===== config.mk =====
export PLATFORM = sky130hd
export DESIGN_NAME = cpc_policy_top
export DESIGN_NICKNAME = d
export VERILOG_FILES = /design/src/cpc_region_table.v /design/src/cpc_policy_top.v
export VERILOG_INCLUDE_DIRS = /design/src /design/src/src
export SDC_FILE = /design/constraint.sdc
export NUM_CORES = 1
export LEC_CHECK = 0
export BUFFER_PORTS_ARGS = -buffer_cell sky130_fd_sc_hd__buf_2
export CAP_MARGIN = 20
export CORE_ASPECT_RATIO = 0.5
export CORE_UTILIZATION = 50
export CTS_BUF_LIST = sky130_fd_sc_hd__clkbuf_16
export DETAILED_ROUTE_END_ITERATION = 7
export GPL_TIMING_DRIVEN = 0
export PLACE_DENSITY = 0.77
export SLEW_MARGIN = 20
export SYNTH_ARGS = -nofsm -noshare
export SYNTH_HDL_FRONTEND = slang
export SYNTH_SLANG_ARGS = --single-unit
export TNS_END_PERCENT = 5

===== constraint.sdc =====
create_clock -name clk -period 5.9 [get_ports clk]
set_clock_uncertainty 0.05 [all_clocks]
set_input_delay 0 -clock clk [delete_from_list [all_inputs] [get_ports clk]]
set_output_delay 0 -clock clk [all_outputs]
set_load 0.1 [all_outputs]

===== src/cpc_map.vh =====
// Constants for the cache policy control block: register offsets,
// field positions, reset values and mode codes.
// Assumes a 32-bit APB slave with word-aligned registers.
// Notes on behaviour
// RULE1: Both bits set: no coherency, no miss replacement
// RULE2: Both-set write hit: exclusive to modified, shared stays
// RULE3: Both-set write miss goes to memory, no allocate
// RULE4: Both-set: snoops never invalidate; drop instructions do
// RULE5: Both-set: L1 ignores snoops, L2/L3 still snoop
// RULE6: No-writeback at bit 29; both clear gives writeback
// RULE7: Variants without mode: disable set means no-fill
// RULE8: Older variant both-set: snoops follow dual-processor strap
// RULE9: Parity checked and flagged only while snoops accepted
// RULE10: Page cache-off acts with paging, disable clear
// RULE11: Page write-through acts with paging, no-writeback clear
// RULE12: Base register cache-off governs page directory only
// RULE13: Base register write-through picks directory write policy
// RULE14: Base register bits never touch page tables
// RULE15: Global pages honoured only with global enable
// RULE16: Misc bit 6 disables L3 alone
// RULE17: External pins steer caching of memory areas
// RULE18: Older variant drives page attributes on pins
// RULE19: Region registers assign types to address ranges
// RULE20: Page attribute table types each page
// RULE21: Disable clear with no-writeback set faults, code 0
// RULE22: Both clear: normal mode, fills and snoops allowed
// RULE23: Disable set blocks caching globally
// RULE24: New settings apply after the write completes
`ifndef CPC_MAP_VH
`define CPC_MAP_VH
// Register byte offsets
`define CPC_OFF_PRIMARY   12'h000
`define CPC_OFF_PAGEBASE  12'h004
`define CPC_OFF_EXTENDED  12'h008
`define CPC_OFF_MISC      12'h00C
`define CPC_OFF_STATUS    12'h010
`define CPC_OFF_FAULT     12'h014
`define CPC_OFF_REGION    12'h020
`define CPC_OFF_ATTRTAB   12'h040
// Field positions
`define CPC_BIT_PAGING    31
`define CPC_BIT_CACHEDIS  30
`define CPC_BIT_NOWB      29
`define CPC_BIT_PGWT      3
`define CPC_BIT_PGOFF     4
`define CPC_BIT_GLBEN     7
`define CPC_BIT_L3DIS     6
// Reset values
`define CPC_RST_PRIMARY   32'h60000000
`define CPC_RST_ZERO      32'h00000000
`define CPC_FAULT_CODE    16'h0000
// Mode codes
`define CPC_MODE_NORMAL   2'h0
`define CPC_MODE_NOFILL   2'h1
`define CPC_MODE_NOCOH    2'h2
// Memory types
`define CPC_MT_UC         3'h0
`define CPC_MT_WC         3'h1
`define CPC_MT_WT         3'h4
`define CPC_MT_WP         3'h5
`define CPC_MT_WB         3'h6
`endif


===== src/cpc_region_table.v =====
// Region type table: eight programmable ranges, each with base, mask and type.
// Assumes writes come from the APB slave in the top module.
`timescale 1ns/1ps
`include "cpc_map.vh"
module cpc_region_table (
    input  wire        clk,
    input  wire        reset,
    input  wire        wrEn,
    input  wire [2:0]  wrIdx,
    input  wire [31:0] wrData,
    input  wire [2:0]  rdIdx,
    output wire [31:0] rdData,
    input  wire [19:0] lookupPage,
    output reg  [2:0]  regionType,
    output reg         regionHit
);
    // Entry: [31:12] base page, [11:4] mask of upper page bits, [3] valid,
    // [2:0] memory type
    reg [31:0] entry_q [0:7];
    integer    i;                  // Reset loop index
    integer    j;                  // Lookup loop index

    // Entries cleared at reset, written one at a time
    always @(posedge clk) begin
        if (reset) begin
            for (i = 0; i < 8; i = i + 1) begin
                entry_q[i] <= `CPC_RST_ZERO;
            end
        end else if (wrEn) begin
            entry_q[wrIdx] <= wrData;
        end
    end

    assign rdData = entry_q[rdIdx];

    // Lowest matching valid entry gives the type of the range [RULE19]
    always @* begin
        regionType = `CPC_MT_WB;
        regionHit  = 1'b0;
        for (j = 7; j >= 0; j = j - 1) begin
            if (entry_q[j][3] &&
                ((entry_q[j][31:24] & entry_q[j][11:4]) ==
                 (lookupPage[19:12] & entry_q[j][11:4]))) begin
                regionType = entry_q[j][2:0];
                regionHit  = 1'b1;
            end
        end
    end
endmodule // cpc_region_table


===== src/cpc_policy_top.v =====
// Cache policy control: control registers over APB, mode decode,
// per-access policy, snoop acceptance and external pin attributes.
// Assumes access and snoop inputs synchronous to clk.
`timescale 1ns/1ps
`include "cpc_map.vh"
module cpc_policy_top #(
    parameter HAS_NOCOH_MODE = 1,   // Variant keeps the both-bits-set mode
    parameter OLD_VARIANT    = 0    // Variant with attribute pins and strap-steered snoops
) (
    input  wire        clk,
    input  wire        reset,
    input  wire        psel,
    input  wire        penable,
    input  wire        pwrite,
    input  wire [11:0] paddr,
    input  wire [31:0] pwdata,
    output wire        pready,
    output reg  [31:0] prdata,
    output wire        pslverr,
    input  wire        dualProcStrap,
    input  wire        accValid,
    input  wire        accWrite,
    input  wire        accHit,
    input  wire        accShared,
    input  wire        accIsDir,
    input  wire [31:0] accAddr,
    input  wire        pageCacheOffBit,
    input  wire        pageWriteThroughBit,
    input  wire        pageGlobalBit,
    input  wire [2:0]  pageAttrIdx,
    input  wire        extCacheEnableIn_n,
    input  wire        extWritePolicyIn,
    input  wire        snoopValid,
    input  wire [31:0] snoopAddr,
    input  wire        snoopParity,
    input  wire        cacheDropInstr,
    input  wire        cacheFlushDropInstr,
    output reg         accCacheable,
    output reg         accWriteThrough,
    output reg         accAllocate,
    output reg         accMemWrite,
    output reg         accSetModified,
    output reg         accGlobal,
    output reg         l3Cacheable,
    output reg         pageCacheOffPin,
    output reg         pageWriteThroughPin,
    output reg         l1SnoopEn,
    output reg         l23SnoopEn,
    output reg         snoopInvalidate,
    output reg         invalidateAll,
    output reg         addrParityErrOut_n,
    output reg         protectionFault,
    output wire [1:0]  cacheMode
);
    reg  [31:0] primaryControlReg_q;   // Paging, disable, no-writeback
    reg  [31:0] pageBaseControlReg_q;  // Directory attributes
    reg  [31:0] extendedControlReg_q;  // Global page enable
    reg  [31:0] miscFeatureReg_q;      // L3 disable
    reg  [31:0] pageAttrTable_q;       // Eight 4-bit type entries
    reg  [15:0] faultCode_q;           // Last fault error code
    reg  [7:0]  faultCount_q;          // Count of rejected writes
    wire        apbWrite;              // Access phase write
    wire        regionWr;              // Write into region table
    wire [31:0] regionRd;              // Region table read data
    wire [2:0]  regionType;            // Type of the accessed range
    wire        regionHit;             // Range matched
    wire        cacheDisable;          // Cache disable
    wire        noWriteBack;           // No writeback
    wire        pagingOn;              // Paging enabled
    reg  [2:0]  tableType;             // Type from page attribute table
    reg         pageOff;               // Effective page cache-off
    reg         pageWt;                // Effective page write-through
    reg         snoopAccept;           // Snoops taken by L1

    // Even parity over the address
    function parity_ok;
        input [31:0] a;
        input        p;
        begin
            parity_ok = ~(^a ^ p);
        end
    endfunction

    // Address falls in a given word
    function hit_off;
        input [11:0] a;
        input [11:0] off;
        begin
            hit_off = (a[11:2] == off[11:2]);
        end
    endfunction

    assign pready   = 1'b1;
    assign pslverr  = 1'b0;
    assign apbWrite = psel & penable & pwrite;
    assign regionWr = apbWrite && (paddr[11:5] == `CPC_OFF_REGION >> 5);
    assign cacheDisable = primaryControlReg_q[`CPC_BIT_CACHEDIS];
    assign noWriteBack  = primaryControlReg_q[`CPC_BIT_NOWB];    // [RULE6]
    assign pagingOn = primaryControlReg_q[`CPC_BIT_PAGING];

    // Mode decode; no-writeback ignored when mode is absent [RULE7]
    assign cacheMode = !cacheDisable ? `CPC_MODE_NORMAL :        // [RULE22]
                       (noWriteBack && HAS_NOCOH_MODE) ? `CPC_MODE_NOCOH :
                       `CPC_MODE_NOFILL;                         // [RULE1]

    // Control registers; settings hold until the completing write [RULE24]
    always @(posedge clk) begin
        if (reset) begin
            primaryControlReg_q  <= `CPC_RST_PRIMARY;
            pageBaseControlReg_q <= `CPC_RST_ZERO;
            extendedControlReg_q <= `CPC_RST_ZERO;
            miscFeatureReg_q     <= `CPC_RST_ZERO;
            pageAttrTable_q      <= `CPC_RST_ZERO;
            faultCode_q          <= `CPC_FAULT_CODE;
            faultCount_q         <= 8'h00;
            protectionFault      <= 1'b0;
        end else begin
            protectionFault <= 1'b0;
            if (apbWrite) begin
                if (hit_off(paddr, `CPC_OFF_PRIMARY)) begin
                    // Disable clear with no-writeback set is refused [RULE21]
                    if (!pwdata[`CPC_BIT_CACHEDIS] &&
                        pwdata[`CPC_BIT_NOWB]) begin
                        protectionFault <= 1'b1;
                        faultCode_q     <= `CPC_FAULT_CODE;
                        faultCount_q    <= faultCount_q + 8'h01;
                    end else begin
                        primaryControlReg_q <= pwdata;
                    end
                end
                if (hit_off(paddr, `CPC_OFF_PAGEBASE)) begin
                    pageBaseControlReg_q <= pwdata;
                end
                if (hit_off(paddr, `CPC_OFF_EXTENDED)) begin
                    extendedControlReg_q <= pwdata;
                end
                if (hit_off(paddr, `CPC_OFF_MISC)) begin
                    miscFeatureReg_q <= pwdata;
                end
                if (hit_off(paddr, `CPC_OFF_ATTRTAB)) begin
                    pageAttrTable_q <= pwdata;
                end
            end
        end
    end

    // Read mux; unmapped words read zero
    always @* begin
        prdata = `CPC_RST_ZERO;
        if (hit_off(paddr, `CPC_OFF_PRIMARY)) begin
            prdata = primaryControlReg_q;
        end else if (hit_off(paddr, `CPC_OFF_PAGEBASE)) begin
            prdata = pageBaseControlReg_q;
        end else if (hit_off(paddr, `CPC_OFF_EXTENDED)) begin
            prdata = extendedControlReg_q;
        end else if (hit_off(paddr, `CPC_OFF_MISC)) begin
            prdata = miscFeatureReg_q;
        end else if (hit_off(paddr, `CPC_OFF_STATUS)) begin
            prdata = {22'h000000, snoopAccept, l3Cacheable, 6'h00, cacheMode};
        end else if (hit_off(paddr, `CPC_OFF_FAULT)) begin
            prdata = {8'h00, faultCount_q, faultCode_q};
        end else if (hit_off(paddr, `CPC_OFF_ATTRTAB)) begin
            prdata = pageAttrTable_q;
        end else if (paddr[11:5] == `CPC_OFF_REGION >> 5) begin
            prdata = regionRd;
        end
    end

    // Region table lookup for the current access
    cpc_region_table uRegion (
        .clk        (clk),
        .reset      (reset),
        .wrEn       (regionWr),
        .wrIdx      (paddr[4:2]),
        .wrData     (pwdata),
        .rdIdx      (paddr[4:2]),
        .rdData     (regionRd),
        .lookupPage (accAddr[31:12]),
        .regionType (regionType),
        .regionHit  ()
    );

    // Page attribute table type for this page [RULE20]
    always @* begin
        case (pageAttrIdx)
            3'h0: tableType = pageAttrTable_q[2:0];
            3'h1: tableType = pageAttrTable_q[6:4];
            3'h2: tableType = pageAttrTable_q[10:8];
            3'h3: tableType = pageAttrTable_q[14:12];
            3'h4: tableType = pageAttrTable_q[18:16];
            3'h5: tableType = pageAttrTable_q[22:20];
            3'h6: tableType = pageAttrTable_q[26:24];
            default: tableType = pageAttrTable_q[30:28];
        endcase
    end

    // Effective page attributes; directory uses base register only
    always @* begin
        pageOff = 1'b0;
        pageWt  = 1'b0;
        if (pagingOn && !cacheDisable) begin
            if (accIsDir) begin
                // Base register steers the directory alone [RULE12] [RULE14]
                pageOff = pageBaseControlReg_q[`CPC_BIT_PGOFF];
            end else begin
                pageOff = pageCacheOffBit;                       // [RULE10]
            end
        end
        if (pagingOn && !noWriteBack) begin
            if (accIsDir) begin
                pageWt = pageBaseControlReg_q[`CPC_BIT_PGWT];    // [RULE13]
            end else begin
                pageWt = pageWriteThroughBit;                    // [RULE11]
            end
        end
    end

    // L1 snoop acceptance per mode and variant
    always @* begin
        snoopAccept = 1'b1;
        if (cacheMode == `CPC_MODE_NOCOH) begin
            if (OLD_VARIANT) begin
                snoopAccept = dualProcStrap;                     // [RULE8]
            end else begin
                snoopAccept = 1'b0;                              // [RULE5]
            end
        end
    end

    // Registered per-access policy and snoop outputs
    always @(posedge clk) begin
        if (reset) begin
            accCacheable        <= 1'b0;
            accWriteThrough     <= 1'b0;
            accAllocate         <= 1'b0;
            accMemWrite         <= 1'b0;
            accSetModified      <= 1'b0;
            accGlobal           <= 1'b0;
            l3Cacheable         <= 1'b0;
            pageCacheOffPin     <= 1'b0;
            pageWriteThroughPin <= 1'b0;
            l1SnoopEn           <= 1'b0;
            l23SnoopEn          <= 1'b0;
            snoopInvalidate     <= 1'b0;
            invalidateAll       <= 1'b0;
            addrParityErrOut_n  <= 1'b1;
        end else begin
            // Global caching block, then page, region, pin limits [RULE23]
            accCacheable <= accValid && !cacheDisable && !pageOff &&
                            extCacheEnableIn_n == 1'b0 &&        // [RULE17]
                            regionType != `CPC_MT_UC &&          // [RULE19]
                            tableType != `CPC_MT_UC;             // [RULE20]
            accWriteThrough <= accValid && (pageWt || extWritePolicyIn ||
                               regionType == `CPC_MT_WT);
            // Fills only in normal mode; misses never allocate otherwise
            // Uncached ranges and pages never fill either [RULE23]
            accAllocate <= accValid && !accHit && !cacheDisable &&
                           !pageOff && extCacheEnableIn_n == 1'b0 &&
                           regionType != `CPC_MT_UC &&
                           tableType != `CPC_MT_UC;  // [RULE1] [RULE3]
            // Misses and shared or page write-through hits reach memory
            accMemWrite <= accValid && accWrite &&
                           (!accHit || accShared || pageWt ||
                            (cacheDisable && !accHit));          // [RULE3]
            // Exclusive hit goes modified unless page write-through; shared stays shared [RULE2]
            accSetModified <= accValid && accWrite && accHit &&
                              !accShared && !pageWt;
            accGlobal <= accValid && pageGlobalBit &&
                         extendedControlReg_q[`CPC_BIT_GLBEN];   // [RULE15]
            // L3 off regardless of other controls [RULE16]
            l3Cacheable <= !miscFeatureReg_q[`CPC_BIT_L3DIS] &&
                           !cacheDisable;
            // Attribute pins follow the L1 view on the older variant
            pageCacheOffPin     <= OLD_VARIANT ? pageOff : 1'b0; // [RULE18]
            pageWriteThroughPin <= OLD_VARIANT ? pageWt : 1'b0;  // [RULE18]
            l1SnoopEn  <= snoopAccept;                           // [RULE5]
            l23SnoopEn <= 1'b1;                                  // [RULE5]
            // Snoop hits invalidate only outside the both-set mode
            snoopInvalidate <= snoopValid && snoopAccept &&
                               cacheMode != `CPC_MODE_NOCOH;     // [RULE4]
            invalidateAll <= cacheDropInstr | cacheFlushDropInstr; // [RULE4]
            // Parity checked only for accepted snoops [RULE9]
            addrParityErrOut_n <= !(snoopValid && snoopAccept &&
                                    !parity_ok(snoopAddr, snoopParity));
        end
    end
endmodule // cpc_policy_top


==> run_results.csv <==
group,metric,value,unit
sta,hold_viol,0,
setup_path,reg2reg_to,"accWriteThrough",
drt,vias,16552,
place,dp_hpwl,48300,um
sta,post-route-min-period,3.69,ns
min_path,hold_start,"penable",
yosys,syn_area,20500,um2
setup_path,critPathCaptureType,"primary output",
sta,finalMaxSlewViolations,0,
sta,worst_slack,2.21,ns
drt,drt-total-wl,66000,um
pwr,vdd_drop_max,0.000245,V
yosys,ys_seq_area_share,55.2,%
grt,grt_max_degree,33,
die,start_util,51.7,%
setup_path,required,5.85,ns
setup_path,cp_max_fo,10,
min_path,hold_path_depth,4,
die,die_w,288,um
yosys,synth.distinct_cells,60,
job,max-cap-violations,0,
pwr,power.density,277,nW/um2
die,core,39600,um2
cells_and_area,fin_util,60.2,%
drt,ant_nets,0,
grt,grt.overflow.total,0,
drt,wl_per_cell,24.5,um
cells_and_area,num-fill-cells,3159,
sta,rsz0062_at_grt,"no",
drt,drt-initial-drc-count,2609,
cells_and_area,stdcell_area,23800,um2
setup_path,start_kind,"primary input",
drt,first_pass_iters,8,
cts,clock_path_buffers,3,
grt,grtUsageTotal,31.2,%
yosys,yosys_most_used_dff,"edfxtp_1",
yosys,synth_edf_count,256,
setup_path,reg2reg_setup_slack,2.59,ns
cells_and_area,final_cell_mix,"nand2_1, edfxtp_1, and2_1",
grt,grt_pass1_vias,15613,
cts,clockRootBuffer,"clkbuf_16",
yosys,yosysWarningCount,0,
drt,drcViolationCount,4,
drt,avgViaCountPerCell,6.14,
sta,slew_headroom,24.9,%
die,die_y,145,um
place,place.gp.congestion,0.997,
sta,finalCritPeriodShare,62.6,%
cells_and_area,synthToLayoutAreaGrowth,16.4,%
yosys,synth_seq_cells,437,
cts,clock_sinks,437,
sta,setup_viol,0,
yosys,synthArstFlopShare,0,%
setup_path,reg2reg_from,"uRegion.entry_q[5][30]",
cts,htreeDepth,2,
cts,tritoncts,"built",
die,rows,51,
sta,fmax,271,MHz
cts,clk_pin_slew,0.07,ns
grt,grt_pass1_wl,96500,um
die,die_area,41800,um2
setup_path,crit_type,"primary input to primary output",
outcome,violations,"design-rule violations",
setup_path,rr_worst_depth,9,
min_path,hold_path.class,"primary input to register",
yosys,synthCells,1893,
cells_and_area,layout-drive-gt1-share,14.8,%
cells_and_area,final_common_cell,"nand2_1",
min_path,hold_path_end,"primaryControlReg_q[30]",
pwr,p_leak,8.53,nW
outcome,run_status,"finished with violations",
cts,clock_latency,0.56,ns
place,dpl-instance-area,22100,um2
sta,worst_pin_slew,1.12,ns
place,portBuffers,139,
cells_and_area,nNetsFinal,2263,
place,place_worst_setup_slack,2.31,ns
grt,grt_antenna_before_repair,1,
cts,cts_made_buffers,40,
die,ios,182,
setup_path,cp.arrival,3.64,ns
yosys,synth_area_per_cell,10.8,um2
-- stage by stage --
stage               hold slack [ns]  setup TNS, ns  instances  power [mW]
finish                       0.0392              0       2694        6.60
global route                 0.0415              0       2694        6.73
CTS                         0.00813              0       2693        6.56
detailed placement            0.140              0       2570        4.02
global placement              0.150         -67.56       2564        4.00
floorplan                    0.0230              0       1895        3.78
-- layer usage --
| layer | part of all wire, % | wire (um) | GRT usage [%] |
|---|---|---|---|
| met1 | 39 | 25600 | 43.8 |
| met3 | 14 | 9360 | 9.25 |
| met4 | 3.0 | 1990 | 8.49 |
| met5 | 0 | 0 | 0 |
| met2 | 44 | 29100 | 46.9 |
-- worst max-delay path, cell delays in order --
cell	delay, ns
buf_2	0.22
buf_2	0.46
nand2_1	0.39
nor3_1	0.52
clkbuf_1	0.50
clkbuf_1	0.70
a221oi_1	0.18
nand2_1	0.21
buf_2	0.45
-- flip-flops by register name (all words and copies together) (netlist names) --
signal and flops:
uRegion.entry_q 256, snoopInvalidate 1, miscFeatureReg_q 32, l3Cacheable 1, accWriteThrough 1, accMemWrite 1, accGlobal 1, accAllocate 1
pageBaseControlReg_q 32, l23SnoopEn 1, l1SnoopEn 1, pageAttrTable_q 32, extendedControlReg_q 32, invalidateAll 1, primaryControlReg_q 32, accCacheable 1
addrParityErrOut_n 1, protectionFault 1, accSetModified 1, faultCount_q 8
-- cell type report --
cell class | instances | area (um2) | share of cell area, %
multi-input cells | 1288 | 8540 | 35.8
plain buffers | 164 | 678 | 2.84
well taps | 530 | 663 | 2.78
flip-flops and latches | 437 | 11300 | 47.5
clock buffers | 43 | 1080 | 4.51
repair buffers | 194 | 1350 | 5.67
inverters | 6 | 22.5 | 0.0945
clock inverters | 31 | 190 | 0.798
diodes | 1 | 2.50 | 0.0105
-- worst max path at each step --
stage,start,endpoint,slack [ns],cells past startpoint
3_3_place_gp,paddr[8],uRegion.entry_q[3][18],-0.67,6
2_1_floorplan,paddr[8],uRegion.entry_q[1][0],1.85,5
5_1_grt,paddr[2],prdata[27],2.16,9
3_5_place_dp,paddr[8],uRegion.entry_q[0][0],2.31,6
4_1_cts,paddr[2],prdata[26],2.43,9
6_report,paddr[2],prdata[26],2.21,9
-- synth_stat cells, drive strengths merged, types with 9 or more instances --
cell	count	share of area, %
xnor2	32	1.4
and2	253	7.7
mux4	64	7.0
nand4	9	0.27
nor2	68	1.3
nand3	10	0.24
o21ai	25	0.61
mux2i	35	1.7
edfxtp	256	38
a221oi	28	1.2
a222oi	27	1.3
a21oi	175	4.3
clkbuf	125	2.3
nor4	9	0.35
nand2	365	6.7
nor3	23	0.61
a22oi	26	0.95
buf	39	1.0
xor2	69	3.0
dfxtp	181	18
-- where the power goes --
| part | total, mW | internal, mW | switching (mW) |
|---|---|---|---|
| sequential | 3.37 | 3.31 | 0.0584 |
| clock | 2.60 | 1.41 | 1.19 |
| combinational | 0.631 | 0.247 | 0.384 |
-- cell families (layout without fill, tap and decap cells) --
kind of cell	after synthesis	after routing	share of synthesized area, %
simple gates	765	765	18.2
flops	437	437	55.2
compound gates	315	315	9.82
buf+inv	170	438	3.42
mux	102	102	8.91
xor+xnor	101	101	4.32
other cells	2	5	0.0367
fa+ha+maj	1	1	0.0611
-- timing repair --
action / CTS / global route
hold endpoints to repair: 154 / 0
buffers inserted: 0 / 0
hold buffers: 49 / 0
gates resized for setup: 0 / 0
No activity file was read; power rests on OpenSTA's default activity.
